==> config.mk <==
export PLATFORM = sky130hd
export DESIGN_NAME = asc_host
export DESIGN_NICKNAME = d
export VERILOG_FILES = /design/src/asc_pkg.sv /design/src/asc_host.sv
export SDC_FILE = /design/constraint.sdc
export NUM_CORES = 1
export LEC_CHECK = 0
export ABC_AREA = 1
export BUFFER_PORTS_ARGS = -buffer_cell sky130_fd_sc_hd__buf_2
export CORE_MARGIN = 5
export CORE_UTILIZATION = 51
export CTS_BUF_LIST = sky130_fd_sc_hd__clkbuf_8
export CTS_CLUSTER_SIZE = 24
export DETAILED_ROUTE_END_ITERATION = 6
export PLACE_DENSITY = 0.81
export REMOVE_ABC_BUFFERS = 1
export SYNTH_ARGS = -nofsm -noshare
export SYNTH_HDL_FRONTEND = slang
export SYNTH_SLANG_ARGS = --single-unit
==> constraint.sdc <==
create_clock -name sys_clk -period 1.76 [get_ports sys_clk]
set_input_delay 0.264 -clock sys_clk [delete_from_list [all_inputs] [get_ports sys_clk]]
set_output_delay 0.264 -clock sys_clk [all_outputs]
set_load 0.01 [all_outputs]
==> src/asc_pkg.sv <==
// Package for the asynchronous SRAM host controller: timing counts and carrier types
package asc_pkg;
    localparam int ADDR_W = 17;
    localparam int DATA_W = 24;
    localparam int CLK_PERIOD_PS = 20000;
    // Slow grade figures in ps so one controller meets both grades
    localparam int T_RC_PS = 10000;
    localparam int T_AA_PS = 10000;
    localparam int T_DOE_PS = 6500;
    localparam int T_PWE2_PS = 10000;
    localparam int T_SD_PS = 6000;
    localparam int T_AW_PS = 8000;
    localparam int T_SCE_PS = 8000;
    localparam int T_WC_PS = 10000;
    localparam int T_HZOE_PS = 4000;
    // Least times round up, at least one cycle
    localparam int RD_CYC = ((T_AA_PS > T_DOE_PS ? T_AA_PS : T_DOE_PS) + CLK_PERIOD_PS - 1) / CLK_PERIOD_PS;
    localparam int WR_CYC = (T_PWE2_PS + CLK_PERIOD_PS - 1) / CLK_PERIOD_PS;
    localparam int TURN_CYC = (T_HZOE_PS + CLK_PERIOD_PS - 1) / CLK_PERIOD_PS;
    localparam int CNT_W = 4;
    localparam logic [CNT_W-1:0] RD_CNT = CNT_W'(RD_CYC > 0 ? RD_CYC : 1);
    localparam logic [CNT_W-1:0] WR_CNT = CNT_W'(WR_CYC > 0 ? WR_CYC : 1);
    localparam logic [CNT_W-1:0] TURN_CNT = CNT_W'(TURN_CYC > 0 ? TURN_CYC : 1);

    typedef struct packed {
        logic write;
        logic [ADDR_W-1:0] addr;
        logic [DATA_W-1:0] wdata;
    } asc_req_t;

    typedef struct packed {
        logic chip_select_low_active_n;
        logic chip_select_high_active;
        logic output_gate_n;
        logic write_strobe_n;
        logic [ADDR_W-1:0] word_address;
    } asc_pins_t;

    typedef enum logic [4:0] {
        ST_IDLE = 5'h01,
        ST_READ = 5'h02,
        ST_WSET = 5'h04,
        ST_WRITE = 5'h08,
        ST_TURN = 5'h10
    } asc_state_t;
endpackage

==> src/asc_host.sv <==
// Host controller driving a 128K x 24 asynchronous SRAM over its pins
`timescale 1ns/10ps
// Summary of operation
// [RULE1] SRAM writes only while low select low, high select high, strobe low.
// [RULE2] Host asserts all three qualifiers to write, ends by dropping one.
// [RULE3] Write data set up before strobe rises; zero hold allowed.
// [RULE4] Address stable before write end; may change right after.
// [RULE5] Strobe low at least 8 or 10 ns with output gate low.
// [RULE6] Strobe low at least 6.5 or 8 ns with output gate high.
// [RULE7] Selects active before write end; writes spaced by write cycle time.
// [RULE8] SRAM floats its outputs shortly after strobe falls.
// [RULE9] SRAM drives no sooner than 2 ns after strobe rises.
// [RULE10] Strobe held high throughout every read cycle.
// [RULE11] Read data valid within access time of address change.
// [RULE12] SRAM holds old read data 2.5 ns after address change.
// [RULE13] Address valid no later than selects become active.
// [RULE14] SRAM drives data after gate falls, floats after gate rises.
// [RULE15] SRAM floats outputs after deselection, drives after selection.
// [RULE16] SRAM deselected when low select high or high select low.
// [RULE17] Write strobe chooses write when low, read when high.
// [RULE18] Memory is 131072 words of 24 bits, 17-bit address.
module asc_host (
    input wire logic sys_clk,
    input wire logic rst,
    input wire logic clk_en,
    input wire logic req_valid,
    input wire asc_pkg::asc_req_t req,
    output logic req_ready,
    output logic rsp_valid,
    output logic [asc_pkg::DATA_W-1:0] rsp_data,
    output asc_pkg::asc_pins_t pins,
    output logic [asc_pkg::DATA_W-1:0] data_bus_out,
    output logic data_bus_oe,
    input wire logic [asc_pkg::DATA_W-1:0] data_bus_in
);
    asc_pkg::asc_state_t state_q, state_d;
    logic [asc_pkg::CNT_W-1:0] cnt_q, cnt_d;
    asc_pkg::asc_pins_t pins_q, pins_d;
    logic [asc_pkg::DATA_W-1:0] wdata_q, wdata_d;
    logic oe_q, oe_d;
    logic ready_q, ready_d;
    logic rv_q, rv_d;
    logic [asc_pkg::DATA_W-1:0] rdata_q, rdata_d;
    logic [asc_pkg::DATA_W-1:0] din_s1_q, din_s2_q;

    wire cnt_done = (cnt_q == '0);
    wire take = req_valid && ready_q;
    wire [asc_pkg::CNT_W-1:0] cnt_dec = cnt_q - asc_pkg::CNT_W'(1);
    asc_pkg::asc_pins_t idle_pins;
    assign idle_pins = '{chip_select_low_active_n: 1'b1, chip_select_high_active: 1'b0,
                         output_gate_n: 1'b1, write_strobe_n: 1'b1, word_address: pins_q.word_address};

    always_comb begin
        state_d = state_q;
        cnt_d = cnt_done ? cnt_q : cnt_dec;
        pins_d = pins_q;
        wdata_d = wdata_q;
        oe_d = oe_q;
        ready_d = ready_q;
        rv_d = 1'b0;
        rdata_d = rdata_q;
        case (state_q)
            asc_pkg::ST_IDLE: begin
                if (take && req.write) begin
                    // Address and selects first, strobe next cycle; data driven with strobe low
                    pins_d = '{chip_select_low_active_n: 1'b0, chip_select_high_active: 1'b1,
                               output_gate_n: 1'b1, write_strobe_n: 1'b1, word_address: req.addr}; // see [RULE13]
                    wdata_d = req.wdata;
                    ready_d = 1'b0;
                    state_d = asc_pkg::ST_WSET;
                end else if (take) begin
                    pins_d = '{chip_select_low_active_n: 1'b0, chip_select_high_active: 1'b1,
                               output_gate_n: 1'b0, write_strobe_n: 1'b1, word_address: req.addr}; // see [RULE13]
                    cnt_d = asc_pkg::RD_CNT + asc_pkg::CNT_W'(2); // Extra two for input synchroniser
                    ready_d = 1'b0;
                    state_d = asc_pkg::ST_READ; // see [RULE10]
                end
            end
            asc_pkg::ST_READ: begin
                if (cnt_done) begin
                    rdata_d = din_s2_q; // see [RULE11]
                    rv_d = 1'b1;
                    pins_d = idle_pins; // see [RULE16]
                    cnt_d = asc_pkg::TURN_CNT; // Bus must float before host may drive again
                    state_d = asc_pkg::ST_TURN;
                end
            end
            asc_pkg::ST_WSET: begin
                pins_d.write_strobe_n = 1'b0; // see [RULE2]
                oe_d = 1'b1; // see [RULE8]
                cnt_d = asc_pkg::WR_CNT;
                state_d = asc_pkg::ST_WRITE;
            end
            asc_pkg::ST_WRITE: begin
                if (cnt_done) begin
                    // Strobe ends the write while data, address and selects stay put
                    pins_d.write_strobe_n = 1'b1; // see [RULE3]
                    cnt_d = asc_pkg::TURN_CNT;
                    state_d = asc_pkg::ST_TURN;
                end
            end
            asc_pkg::ST_TURN: begin
                oe_d = 1'b0; // see [RULE9]
                pins_d = idle_pins;
                if (cnt_done) begin
                    ready_d = 1'b1; // see [RULE7]
                    state_d = asc_pkg::ST_IDLE;
                end
            end
            default: begin
                state_d = asc_pkg::ST_IDLE;
                pins_d = idle_pins;
                oe_d = 1'b0;
                ready_d = 1'b1;
            end
        endcase
    end

    always_ff @(posedge sys_clk) begin
        din_s1_q <= data_bus_in;
        din_s2_q <= din_s1_q;
    end

    always_ff @(posedge sys_clk) begin
        if (rst) begin
            state_q <= asc_pkg::ST_IDLE;
            cnt_q <= '0;
            pins_q <= '{chip_select_low_active_n: 1'b1, chip_select_high_active: 1'b0,
                        output_gate_n: 1'b1, write_strobe_n: 1'b1, word_address: '0};
            wdata_q <= '0;
            oe_q <= 1'b0;
            ready_q <= 1'b1;
            rv_q <= 1'b0;
            rdata_q <= '0;
        end else if (clk_en) begin
            state_q <= state_d;
            cnt_q <= cnt_d;
            pins_q <= pins_d;
            wdata_q <= wdata_d;
            oe_q <= oe_d;
            ready_q <= ready_d;
            rv_q <= rv_d;
            rdata_q <= rdata_d;
        end
    end

    assign pins = pins_q;
    assign data_bus_out = wdata_q;
    assign data_bus_oe = oe_q;
    assign req_ready = ready_q;
    assign rsp_valid = rv_q;
    assign rsp_data = rdata_q;

    // Assertions
    wire write_on = !pins_q.chip_select_low_active_n && pins_q.chip_select_high_active && !pins_q.write_strobe_n;
endmodule

==> results of run 1 <==
[per-stage QoR]
stage                util  cell area (sq um)  total power (W)  cells  worst slack [ns]
finish              0.710               5540          0.00685    747             0.132
global route        0.710               5540          0.00723    747            0.0103
CTS                 0.707               5520          0.00685    747            0.0706
detailed placement  0.626               4890          0.00437    691            0.0802
global placement    0.626               4890          0.00432    691             0.157
floorplan               -               4000          0.00398    441             0.164
[per-layer routing]
layer	wire (um)	vias to the layer above	GRT usage
met2	5030	178	0.356
met3	1060	18	0.0716
li1	-	1824	-
met5	0	-	0
met1	4120	1639	0.246
met4	129	0	0.0777
[flip-flops by register name, indices dropped and copies added, names as in the netlist]
name	cells
cnt_q	4
data_bus_oe	1
data_bus_out	24
din_s1_q	24
din_s2_q	24
pins	21
req_ready	1
rsp_data	24
rsp_valid	1
state_q	5
[cells in the final DEF, fill, tap and decap left out, drive strengths merged, types with 2 or more instances in the layout]
| cell | count |
|---|---|
| a21oi | 12 |
| a31oi | 2 |
| buf | 148 |
| clkbuf | 18 |
| clkinvlp | 2 |
| dfxtp | 129 |
| dlygate4sd3 | 24 |
| ha | 2 |
| inv | 31 |
| nand2 | 39 |
| nand3 | 9 |
| nand4 | 3 |
| nor2 | 146 |
| o211ai | 2 |
| o21ai | 73 |
[what timing repair did]
item | CTS | global route
hold buffers | 24 | 0
hold endpoints to repair | 24 | 0
endpoints found under the setup margin | 0 | 18
resized for setup | 0 | 5
[final timing paths]
kind	start	depth (start not counted)	end	slack [ns]
hold / removal	req[18]	3	data_bus_out[18]	0.08
setup reg to reg	cnt_q[0]	9	rsp_data[21]	0.13
setup / recovery	cnt_q[0]	9	rsp_data[21]	0.13
hold reg to reg	din_s1_q[22]	0	din_s2_q[22]	0.33
[cell families (layout without fill, tap and decap cells)]
kind of cell | after synthesis | after routing
simple gates | 198 | 198
flops | 129 | 129
compound gates | 90 | 90
buf+inv | 40 | 225
fa+ha+maj | 2 | 2
xor+xnor | 1 | 1
[power breakdown]
| group | leakage [nW] | internal [W] | switching [W] | total, W |
|---|---|---|---|---|
| logic | 1.41 | 0.000478 | 0.000663 | 0.00114 |
| registers | 1.06 | 0.00314 | 0.000113 | 0.00325 |
| clock network | 0.199 | 0.00121 | 0.00124 | 0.00245 |
[critical path: stages, from the launching register on]
cell	delay [ns]
dfxtp_1	0.38
inv_2	0.07
ha_4	0.17
nand3_4	0.10
inv_1	0.08
nand2_1	0.11
nor2_4	0.05
inv_2	0.35
nor2_1	0.09
nor2_1	0.17
[cell type report]
type | instances | area [sq um]
timing repair buffer | 172 | 998
clock buffer | 18 | 248
tap | 102 | 128
multi-input combinational | 291 | 1360
clock inverter | 14 | 144
fill | 595 | 2270
inverter | 21 | 86.3
sequential | 129 | 2580
==> PnR_summary.wiki, run 1 <==
{| class="wikitable"
! Metric !! Value
|-
| Mean post-synth cell area || slightly below 9 sq um
|-
| Period minus WS final || approximately 1.6 ns
|-
| Worst relative slew slack || 0.686
|-
| Top cells by area, synth || dfxtp_1 63%, nor2_1 13%, o21ai_0 8.2%, nand2_1 3.3%, inv_1 1.6%
|-
| Worst hold slack || 0.0836 ns
|-
| Number of instances in the synthesized netlist || 460
|-
| Maximum fanout along the worst path || 25
|-
| Post-route clock period utilization || 0.925
|-
| Clk Tree Root Cell || clkbuf_8
|-
| Number of buffers inserted during clock tree synthesis || 17
|-
| Area of the placeable core || between 7000 and 8000 sq um
|-
| Post-detailed-route DRC marker count || 0
|-
| Vertical die dimension || 99.8 um
|-
| Critical path type || register to register
|-
| H-tree level count || 4
|-
| Most used flip-flop cell after synthesis || dfxtp_1
|-
| Wire length of the first global-routing pass || 16.8 mm
|-
| Initial DRT Pass Iterations || 4
|-
| Largest area contributor in the netlist || dfxtp_1
|-
| Row count || 32
|-
| Endpoint required time on the critical path || ~2.1 ns
|-
| Post-layout nets || about 700
|-
| Hold violation count in the final report || 0
|-
| Fraction of registers with async set or reset after synthesis || 0
|-
| Outcome || finished clean
|-
| Number of global-route vias before repair || 3640
|-
| Xor/xnor cell area share of the yosys netlist || 0.00213
|-
| Number of antenna-violating nets in the routed design || 0
|-
| TritonCTS clock tree || done
|-
| Post-CTS Setup Repair Bufs || 0
|-
| Count of port buffers added during placement || about 140
|-
| Initial core utilization || 0.527
|-
| Worst IR Drop VDD || ~0.00068 V
|-
| Leading cell types by count after synthesis || 142 x nor2_1, 129 x dfxtp_1, 67 x o21ai_0, 36 x nand2_1, 17 x inv_1
|-
| Post-DR wirelength/cell || about 14 um
|-
| Boundary pin count || about 140
|-
| Die outline area || about 10000 sq um
|-
| Area share of the largest cell type after synthesis || 0.628
|-
| Share of post-route cells with drive strength above 1 || 0.307
|-
| HPWL reported at the end of detailed placement || ~7.0 mm
|-
| Yosys Warn Count || 0
|-
| Largest net degree at the start of global routing || 39
|-
| Pins over their slew limit || 0
|-
| Syn Std Cell Area || between 4000 and 5000 sq um
|-
| Simple logic cell fraction of the synthesized area || 0.203
|-
| Violation count after the first detailed-routing iteration || around 170
|-
| Fraction of the mapped netlist area in compound gates || 0.113
|-
| Largest family of logic cells by synthesized area || simple AND/OR/NAND/NOR gates
|-
| Number of diodes added for antenna fixing || 0
|-
| Post-Route Setup TNS || 0 ns
|-
| X dimension of the die || about 100 um
|-
| RSZ-0062 raised after global routing || false
|-
| Total via count after detailed routing || roughly 3700
|-
| Overflow after GRT || 0
|-
| Total of flip-flops plus latches after synthesis || around 130
|-
| Final Skew || roughly 0.0098 ns
|-
| Drt total wl || 10.3 mm
|-
| Placer's final routability congestion estimate || 0.941
|-
| Worst hold path type || input pin to register
|-
| Overall Global Routing Usage || 0.210
|-
| Seq/Total Area, Yosys || 0.628
|-
| Sort of element at the start of the critical path || register
|-
| Reported leakage power || 2.67 nW
|-
| Peak Freq || 0.614 GHz
|-
| CTS Sinks || ~130
|-
| Number of unique standard cell types used by synthesis || 28
|-
| Antenna violations before repair || 0
|-
| Post-synthesis mux area share || 0
|-
| Clock edge transition at the registers on the reported setup and hold paths || 0.08 ns
|-
| Kind of end point of the critical path || register
|-
| Source-to-sink clock delay at the later pin of the worst-skew pair || 0.42 ns
|-
| Post-synthesis to final-layout area growth || 34.7%
|-
| Data arrival time of the critical path || ~2.0 ns
|-
| Number of enable flip-flop cells after synthesis || 0
|-
| Count leader, synth || nor2_1
|-
| Power Density || 1240 nW/um^2
|-
| Transition time at the pin with the least slew margin || between 0.4 and 0.5 ns
|-
| Max-cap viol count || 0
|-
| Avg Vias per Cell || about 5
|-
| Synthesized-area fraction occupied by adder cells || 0.00608
|-
| Maximum buffer depth of the clock tree || 2
|-
| Final setup violation count || 0
|}
(Power assumes the default switching activity.)
==> inputs of run 2 (changes only) <==
==> constraint.sdc (replaced) <==
create_clock -name sys_clk -period 1.76 [get_ports sys_clk]
set_input_delay 0.44 -clock sys_clk [delete_from_list [all_inputs] [get_ports sys_clk]]
set_output_delay 0.44 -clock sys_clk [all_outputs]
set_load 0.01 [all_outputs]
==> run 2 against run 1 <==
- clock power increased by 4%
- critical path depth increased by 2
- register-to-register slack about the same
- flip-flop and latch count unchanged
- clock skew about the same
- critical path type unchanged
==> PnR_summary.wiki, run 2 (synthesized netlist as in run 1, its figures left out) <==
{| class="wikitable"
! Metric !! Value
|-
| Setup slack at placement || between 0.05 and 0.06 ns
|-
| Number of antenna-violating nets in the routed design || 0
|-
| Worst hold path type || input pin to register
|-
| Share of post-route cells with drive strength above 1 || 0.322
|-
| Worst-case setup margin in the final layout || approximately 0.14 ns
|-
| Combinational cell fraction of total power || 0.159
|-
| DR top layer || met4
|-
| Worst relative slew slack || 0.740
|-
| Boundary pin count || approximately 140
|-
| Number of diodes added for antenna fixing || 0
|-
| Total via count after detailed routing || ~3500
|-
| Power Density || roughly 1300 nW/um^2
|-
| Sw frac || 0.291
|-
| Number of standard cells in the layout, taps in and fillers out || 724
|-
| Sort of element at the start of the critical path || register
|-
| Initial core utilization || 0.527
|-
| Final setup violation count || 0
|-
| Die outline area || about 10000 sq um
|-
| Post-route clock period utilization || 0.921
|-
| Final Skew || approximately 0.0095 ns
|-
| Power spent charging and discharging nets || 0.00201 W
|-
| Number of global-route vias before repair || between 3000 and 4000
|-
| Largest stage delay on the critical path || approximately 0.34 ns
|-
| Ordered list of cells on the worst path || inv_2, ha_4, nand3_4, ha_1, o21bai_1, nand2_1, nand2_1, nor2_1, nand2_1, nand2_1, a21oi_1
|-
| Reported leakage power || ~2.6 nW
|-
| Drt total wl || roughly 9.6 mm
|-
| Row count || 32
|-
| Violation count after the first detailed-routing iteration || ~120
|-
| Transition time at the pin with the least slew margin || around 0.4 ns
|-
| CTS Sinks || between 100 and 150
|-
| Maximum buffer depth of the clock tree || 2
|-
| Pins over their slew limit || 0
|-
| Maximum fanout along the worst path || 6
|-
| Post-synthesis to final-layout area growth || 29.5%
|-
| Wire length of the first global-routing pass || around 16 mm
|-
| Area of the placeable core || ~8000 sq um
|-
| Post-detailed-route DRC marker count || 0
|-
| Outcome || finished clean
|-
| Post-placement cell count || 692
|-
| CP Buf/Inv Count || 1
|-
| Number of buffers inserted during clock tree synthesis || 17
|-
| Source-to-sink clock delay at the later pin of the worst-skew pair || 0.42 ns
|-
| Critical path type || register to register
|-
| Max-cap viol count || 0
|-
| Peak Freq || 0.617 GHz
|-
| Clock edge transition at the registers on the reported setup and hold paths || about 0.080 ns
|-
| Overall Global Routing Usage || 0.199
|-
| Initial DRT Pass Iterations || 5
|-
| Avg Vias per Cell || 4.86
|-
| Worst IR Drop VDD || 0.000984 V
|-
| Met2 wire length || ~4.4 mm
|-
| Post-Route Setup TNS || 0 ns
|-
| Sequential power share || 0.471
|-
| HPWL reported at the end of detailed placement || 6.83 mm
|-
| TritonCTS clock tree || done
|-
| RSZ-0062 raised after global routing || false
|-
| Most frequent cell on the critical path || nand2_1
|-
| Wire length on met1 || approximately 4.2 mm
|-
| Post-layout nets || about 700
|-
| Most common cell after layout, fill and taps aside || nor2_1
|-
| Largest net degree at the start of global routing || 39
|-
| Kind of end point of the critical path || register
|-
| Overflow after GRT || 0
|-
| Met3 wire length || 1.04 mm
|-
| H-tree level count || 4
|-
| X dimension of the die || roughly 100 um
|-
| Slowest cell on the critical path || dfxtp_1
|-
| Endpoint required time on the critical path || approximately 2.1 ns
|-
| Placer's final routability congestion estimate || around 0.90
|-
| Share of power burned in the clock network || 0.369
|-
| Post-CTS Setup Repair Bufs || 0
|-
| Post-DR wirelength/cell || 13.3 um
|-
| Clk Tree Root Cell || clkbuf_8
|-
| Worst path top cell family by delay || adder cells
|-
| Data arrival time of the critical path || just under 2 ns
|-
| Hold violation count in the final report || 0
|-
| Period minus WS final || around 1.6 ns
|-
| Internal power consumption || just under 0.005 W
|-
| Vertical die dimension || roughly 100 um
|-
| Count of port buffers added during placement || 141
|-
| Setup slack of the most critical reg-to-reg path || about 0.14 ns
|-
| Most frequent cells in the layout || 142 x nor2_1, 141 x buf_2, 129 x dfxtp_1
|-
| Antenna violations before repair || 0
|}
==> run 2: cell types whose count changed in the layout (fill, tap and decap cells not counted), sizes merged <==
| cell | previous run | this run |
|---|---|---|
| dlygate4sd3 | 24 | 0 |
| inv | 31 | 27 |
| clkbuf | 18 | 17 |
| buf | 148 | 149 |
| clkinv | 1 | 5 |
| bufinv | 1 | 2 |
==> run 2: power by group through the flow <==
| stage | Clock, W | Sequential [W] | Combinational, W |
|---|---|---|---|
| 6_report | 0.00255 | 0.00325 | 0.00110 |
| 5_1_grt | 0.00275 | 0.00328 | 0.00124 |
| 4_1_cts | 0.00260 | 0.00325 | 0.00106 |
| 3_5_place_dp | 0 | 0.00332 | 0.00106 |
| 3_3_place_gp | 0 | 0.00331 | 0.00102 |
| 2_1_floorplan | 0 | 0.00336 | 0.000622 |
==> run 2: path summary, 6_finish.rpt <==
check                           cells past startpoint            from           to
worst max-delay path                               11        cnt_q[0]     cnt_q[0]
worst min-delay path                                1  data_bus_in[4]  din_s1_q[4]
worst max register to register                     11        cnt_q[0]     cnt_q[0]
worst min register to register                      0     din_s1_q[1]  din_s2_q[1]
==> run 2: layer usage <==
layer  up-vias  global-route usage
li1       1772                   -
met1      1588               0.245
met2       156               0.313
met3         4              0.0869
met4         0              0.0641
met5         -                   0
==> run 2: repair_timing <==
| item | 4_1_cts | 5_1_grt |
|---|---|---|
| hold buffers | 0 | 0 |
| resized for setup | 0 | 7 |
| setup endpoints to repair | 0 | 26 |
==> run 2: stage by stage <==
step	area, sq um	power (W)	hold slack (ns)	utilization
after floorplan	4000	0.00398	0.310	-
after global placement	4900	0.00433	0.310	0.627
after detailed placement	4900	0.00437	0.313	0.627
after CTS	5300	0.00691	0.0835	0.679
after global routing	5330	0.00727	0.0669	0.682
final	5330	0.00690	0.113	0.682
==> run 2: area by class of cell <==
| type | count | area [sq um] |
|---|---|---|
| clock buffers | 17 | 234 |
| fillers | 623 | 2480 |
| repair buffers | 149 | 766 |
| clock inverters | 15 | 173 |
| flip-flops and latches | 129 | 2580 |
| multi-input cells | 291 | 1360 |
| inverters | 21 | 88.8 |
| well taps | 102 | 128 |
==> run 2: worst register-to-register path, stage by stage (launching register included) <==
cell	delay, ns
dfxtp_1	0.34
inv_2	0.09
ha_4	0.15
nand3_4	0.10
ha_1	0.31
o21bai_1	0.16
nand2_1	0.07
nand2_1	0.05
nor2_1	0.09
nand2_1	0.06
nand2_1	0.05
a21oi_1	0.05
==> inputs of run 3 (changes only) <==
==> constraint.sdc (replaced) <==
create_clock -name sys_clk -period 1.76 [get_ports sys_clk]
set_input_delay 0.352 -clock sys_clk [delete_from_list [all_inputs] [get_ports sys_clk]]
set_output_delay 0.352 -clock sys_clk [all_outputs]
set_load 0.01 [all_outputs]
==> run 3 against run 2 <==
- clock skew rose by 0.0029 ns
- power down 0.97%
- first-iteration DRC count is 1.7% lower
- flip-flop and latch count did not move
- largest cell class unchanged
- largest power group unchanged
==> PnR_summary.wiki, run 3 (synthesized netlist as in run 1, its figures left out) <==
{| class="wikitable"
! Metric !! Value
|-
| Sw frac || 0.299
|-
| Outcome || finished clean
|-
| Most frequent cells in the layout || 142 x nor2_1, 141 x buf_2, 128 x dfxtp_1
|-
| Drt total wl || between 9 and 10 mm
|-
| Max-cap viol count || 0
|-
| Clock edge transition at the registers on the reported setup and hold paths || about 0.080 ns
|-
| Worst hold stages || 1
|-
| Peak Freq || between 0.6 and 0.7 GHz
|-
| Total via count after detailed routing || ~3600
|-
| Maximum buffer depth of the clock tree || 2
|-
| Hold violation count in the final report || 0
|-
| Clk Tree Root Cell || clkbuf_8
|-
| Reported leakage power || about 2.6 nW
|-
| Share of post-route cells with drive strength above 1 || 0.315
|-
| Non-Filler Cell Area, Final || ~5400 sq um
|-
| Wire length of the first global-routing pass || between 15 and 20 mm
|-
| HPWL reported at the end of detailed placement || 6.76 mm
|-
| Setup slack at placement || approximately 0.098 ns
|-
| Maximum fanout along the worst path || 6
|-
| Post-synthesis to final-layout area growth || 31.1%
|-
| Largest net degree at the start of global routing || 71
|-
| Area occupied by multi-input gates || 1360 sq um
|-
| Overflow after GRT || 0
|-
| Placer's final routability congestion estimate || ~0.87
|-
| Overall Global Routing Usage || 0.192
|-
| Kind of end point of the critical path || register
|-
| Violation count after the first detailed-routing iteration || 115
|-
| Area used by sequential logic in the layout || between 2000 and 3000 sq um
|-
| Power Density || ~1300 nW/um^2
|-
| Antenna violations before repair || 0
|-
| Number of diodes added for antenna fixing || 0
|-
| Worst hold path type || input pin to register
|-
| Worst-case setup margin in the final layout || between 0.1 and 0.15 ns
|-
| Number of global-route vias before repair || between 3000 and 4000
|-
| CTS Sinks || about 130
|-
| H-tree level count || 4
|-
| Number of antenna-violating nets in the routed design || 0
|-
| Endpoint required time on the critical path || around 2.1 ns
|-
| Data arrival time of the critical path || around 1.9 ns
|-
| Share of power burned in the clock network || 0.359
|-
| Critical path type || register to register
|-
| Start point of the worst hold path || data_bus_in[13]
|-
| Post-layout nets || around 690
|-
| Post-route clock period utilization || 0.930
|-
| Final Skew || between 0.01 and 0.015 ns
|-
| Power spent charging and discharging nets || ~0.0020 W
|-
| Worst relative slew slack || 0.739
|-
| Number of buffers inserted during clock tree synthesis || 17
|-
| Total of fill cells in the finished design || between 600 and 700
|-
| Post-detailed-placement cell area || approximately 4900 sq um
|-
| Sequential power share || 0.477
|-
| Reg-to-Reg Start || cnt_q[0]
|-
| Area of the placeable core || around 7800 sq um
|-
| Total power after layout || about 0.0068 W
|-
| Sort of element at the start of the critical path || register
|-
| Number of cells traversed by the worst register-to-register path || 11
|-
| Crit path launch || cnt_q[0]
|-
| Period minus WS final || ~1.6 ns
|-
| Initial DRT Pass Iterations || 4
|-
| Pins over their slew limit || 0
|-
| Post-CTS Setup Repair Bufs || 0
|-
| Post-detailed-route DRC marker count || 0
|-
| Combinational cell fraction of total power || 0.164
|-
| X dimension of the die || around 100 um
|-
| Avg Vias per Cell || between 4 and 5
|-
| TritonCTS clock tree || done
|-
| Vertical die dimension || roughly 100 um
|-
| Count of port buffers added during placement || around 140
|-
| Source-to-sink clock delay at the later pin of the worst-skew pair || a little over 0.4 ns
|-
| Internal power consumption || between 0.004 and 0.005 W
|-
| Post-DR wirelength/cell || around 13 um
|-
| Most common cell after layout, fill and taps aside || nor2_1
|-
| Die outline area || roughly 10000 sq um
|-
| Transition time at the pin with the least slew margin || approximately 0.39 ns
|-
| Final setup violation count || 0
|-
| Boundary pin count || 142
|-
| Worst IR Drop VDD || 0.00104 V
|-
| Initial core utilization || 0.527
|-
| Row count || 32
|}
[run 3: final cells by class]
cell class / instances / area share
repair buffers: 155 / 0.156
inverters: 21 / 0.0165
multi-input cells: 291 / 0.252
flip-flops and latches: 129 / 0.479
well taps: 102 / 0.0237
clock inverters: 15 / 0.0297
clock buffers: 17 / 0.0434
[run 3: path summary, 6_finish.rpt]
| check | end | slack, ns |
|---|---|---|
| worst max-delay path | cnt_q[0] | 0.12 |
| worst min register to register | din_s2_q[2] | 0.33 |
| worst max register to register | cnt_q[0] | 0.12 |
| worst min-delay path | din_s1_q[13] | 0.04 |
[run 3: worst max-delay path, stage by stage (launching register included)]
cell,delay (ns)
dfxtp_2,0.35
inv_1,0.08
ha_2,0.21
nand3_4,0.12
ha_4,0.23
o21bai_1,0.16
nand2_1,0.07
nand2_1,0.05
nor2_1,0.09
nand2_1,0.05
nand2_1,0.05
a21oi_1,0.06
[run 3: repair_timing]
action                                  4_1_cts  5_1_grt
resized for setup                             0        6
hold buffers                                  0        8
hold endpoints to repair                      0        8
endpoints found under the setup margin        0       10
[run 3: power groups by stage]
stage / Sequential (W) / Combinational [W] / Clock, W
2_1_floorplan: 0.00336 / 0.000622 / 0
3_3_place_gp: 0.00330 / 0.00102 / 0
3_5_place_dp: 0.00332 / 0.00105 / 0
4_1_cts: 0.00325 / 0.00106 / 0.00253
5_1_grt: 0.00328 / 0.00127 / 0.00267
6_report: 0.00326 / 0.00112 / 0.00246
[run 3: metal layers]
layer	routed length, um	share of wire	global-route usage	vias up
met4	104	0.011	0.0704	0
li1	-	-	-	1784
met2	4620	0.47	0.310	167
met1	4040	0.41	0.241	1606
met3	979	0.10	0.0618	10
met5	0	0	0	-
[run 3: stage by stage]
stage,instances,utilization,hold WS [ns],setup TNS [ns]
final,730,0.691,0.0378,0
after global routing,730,0.691,0.000119,-0.0279
after CTS,722,0.677,0.00789,0
after detailed placement,690,0.627,0.314,0
after global placement,690,0.627,0.310,0
after floorplan,441,-,0.310,0
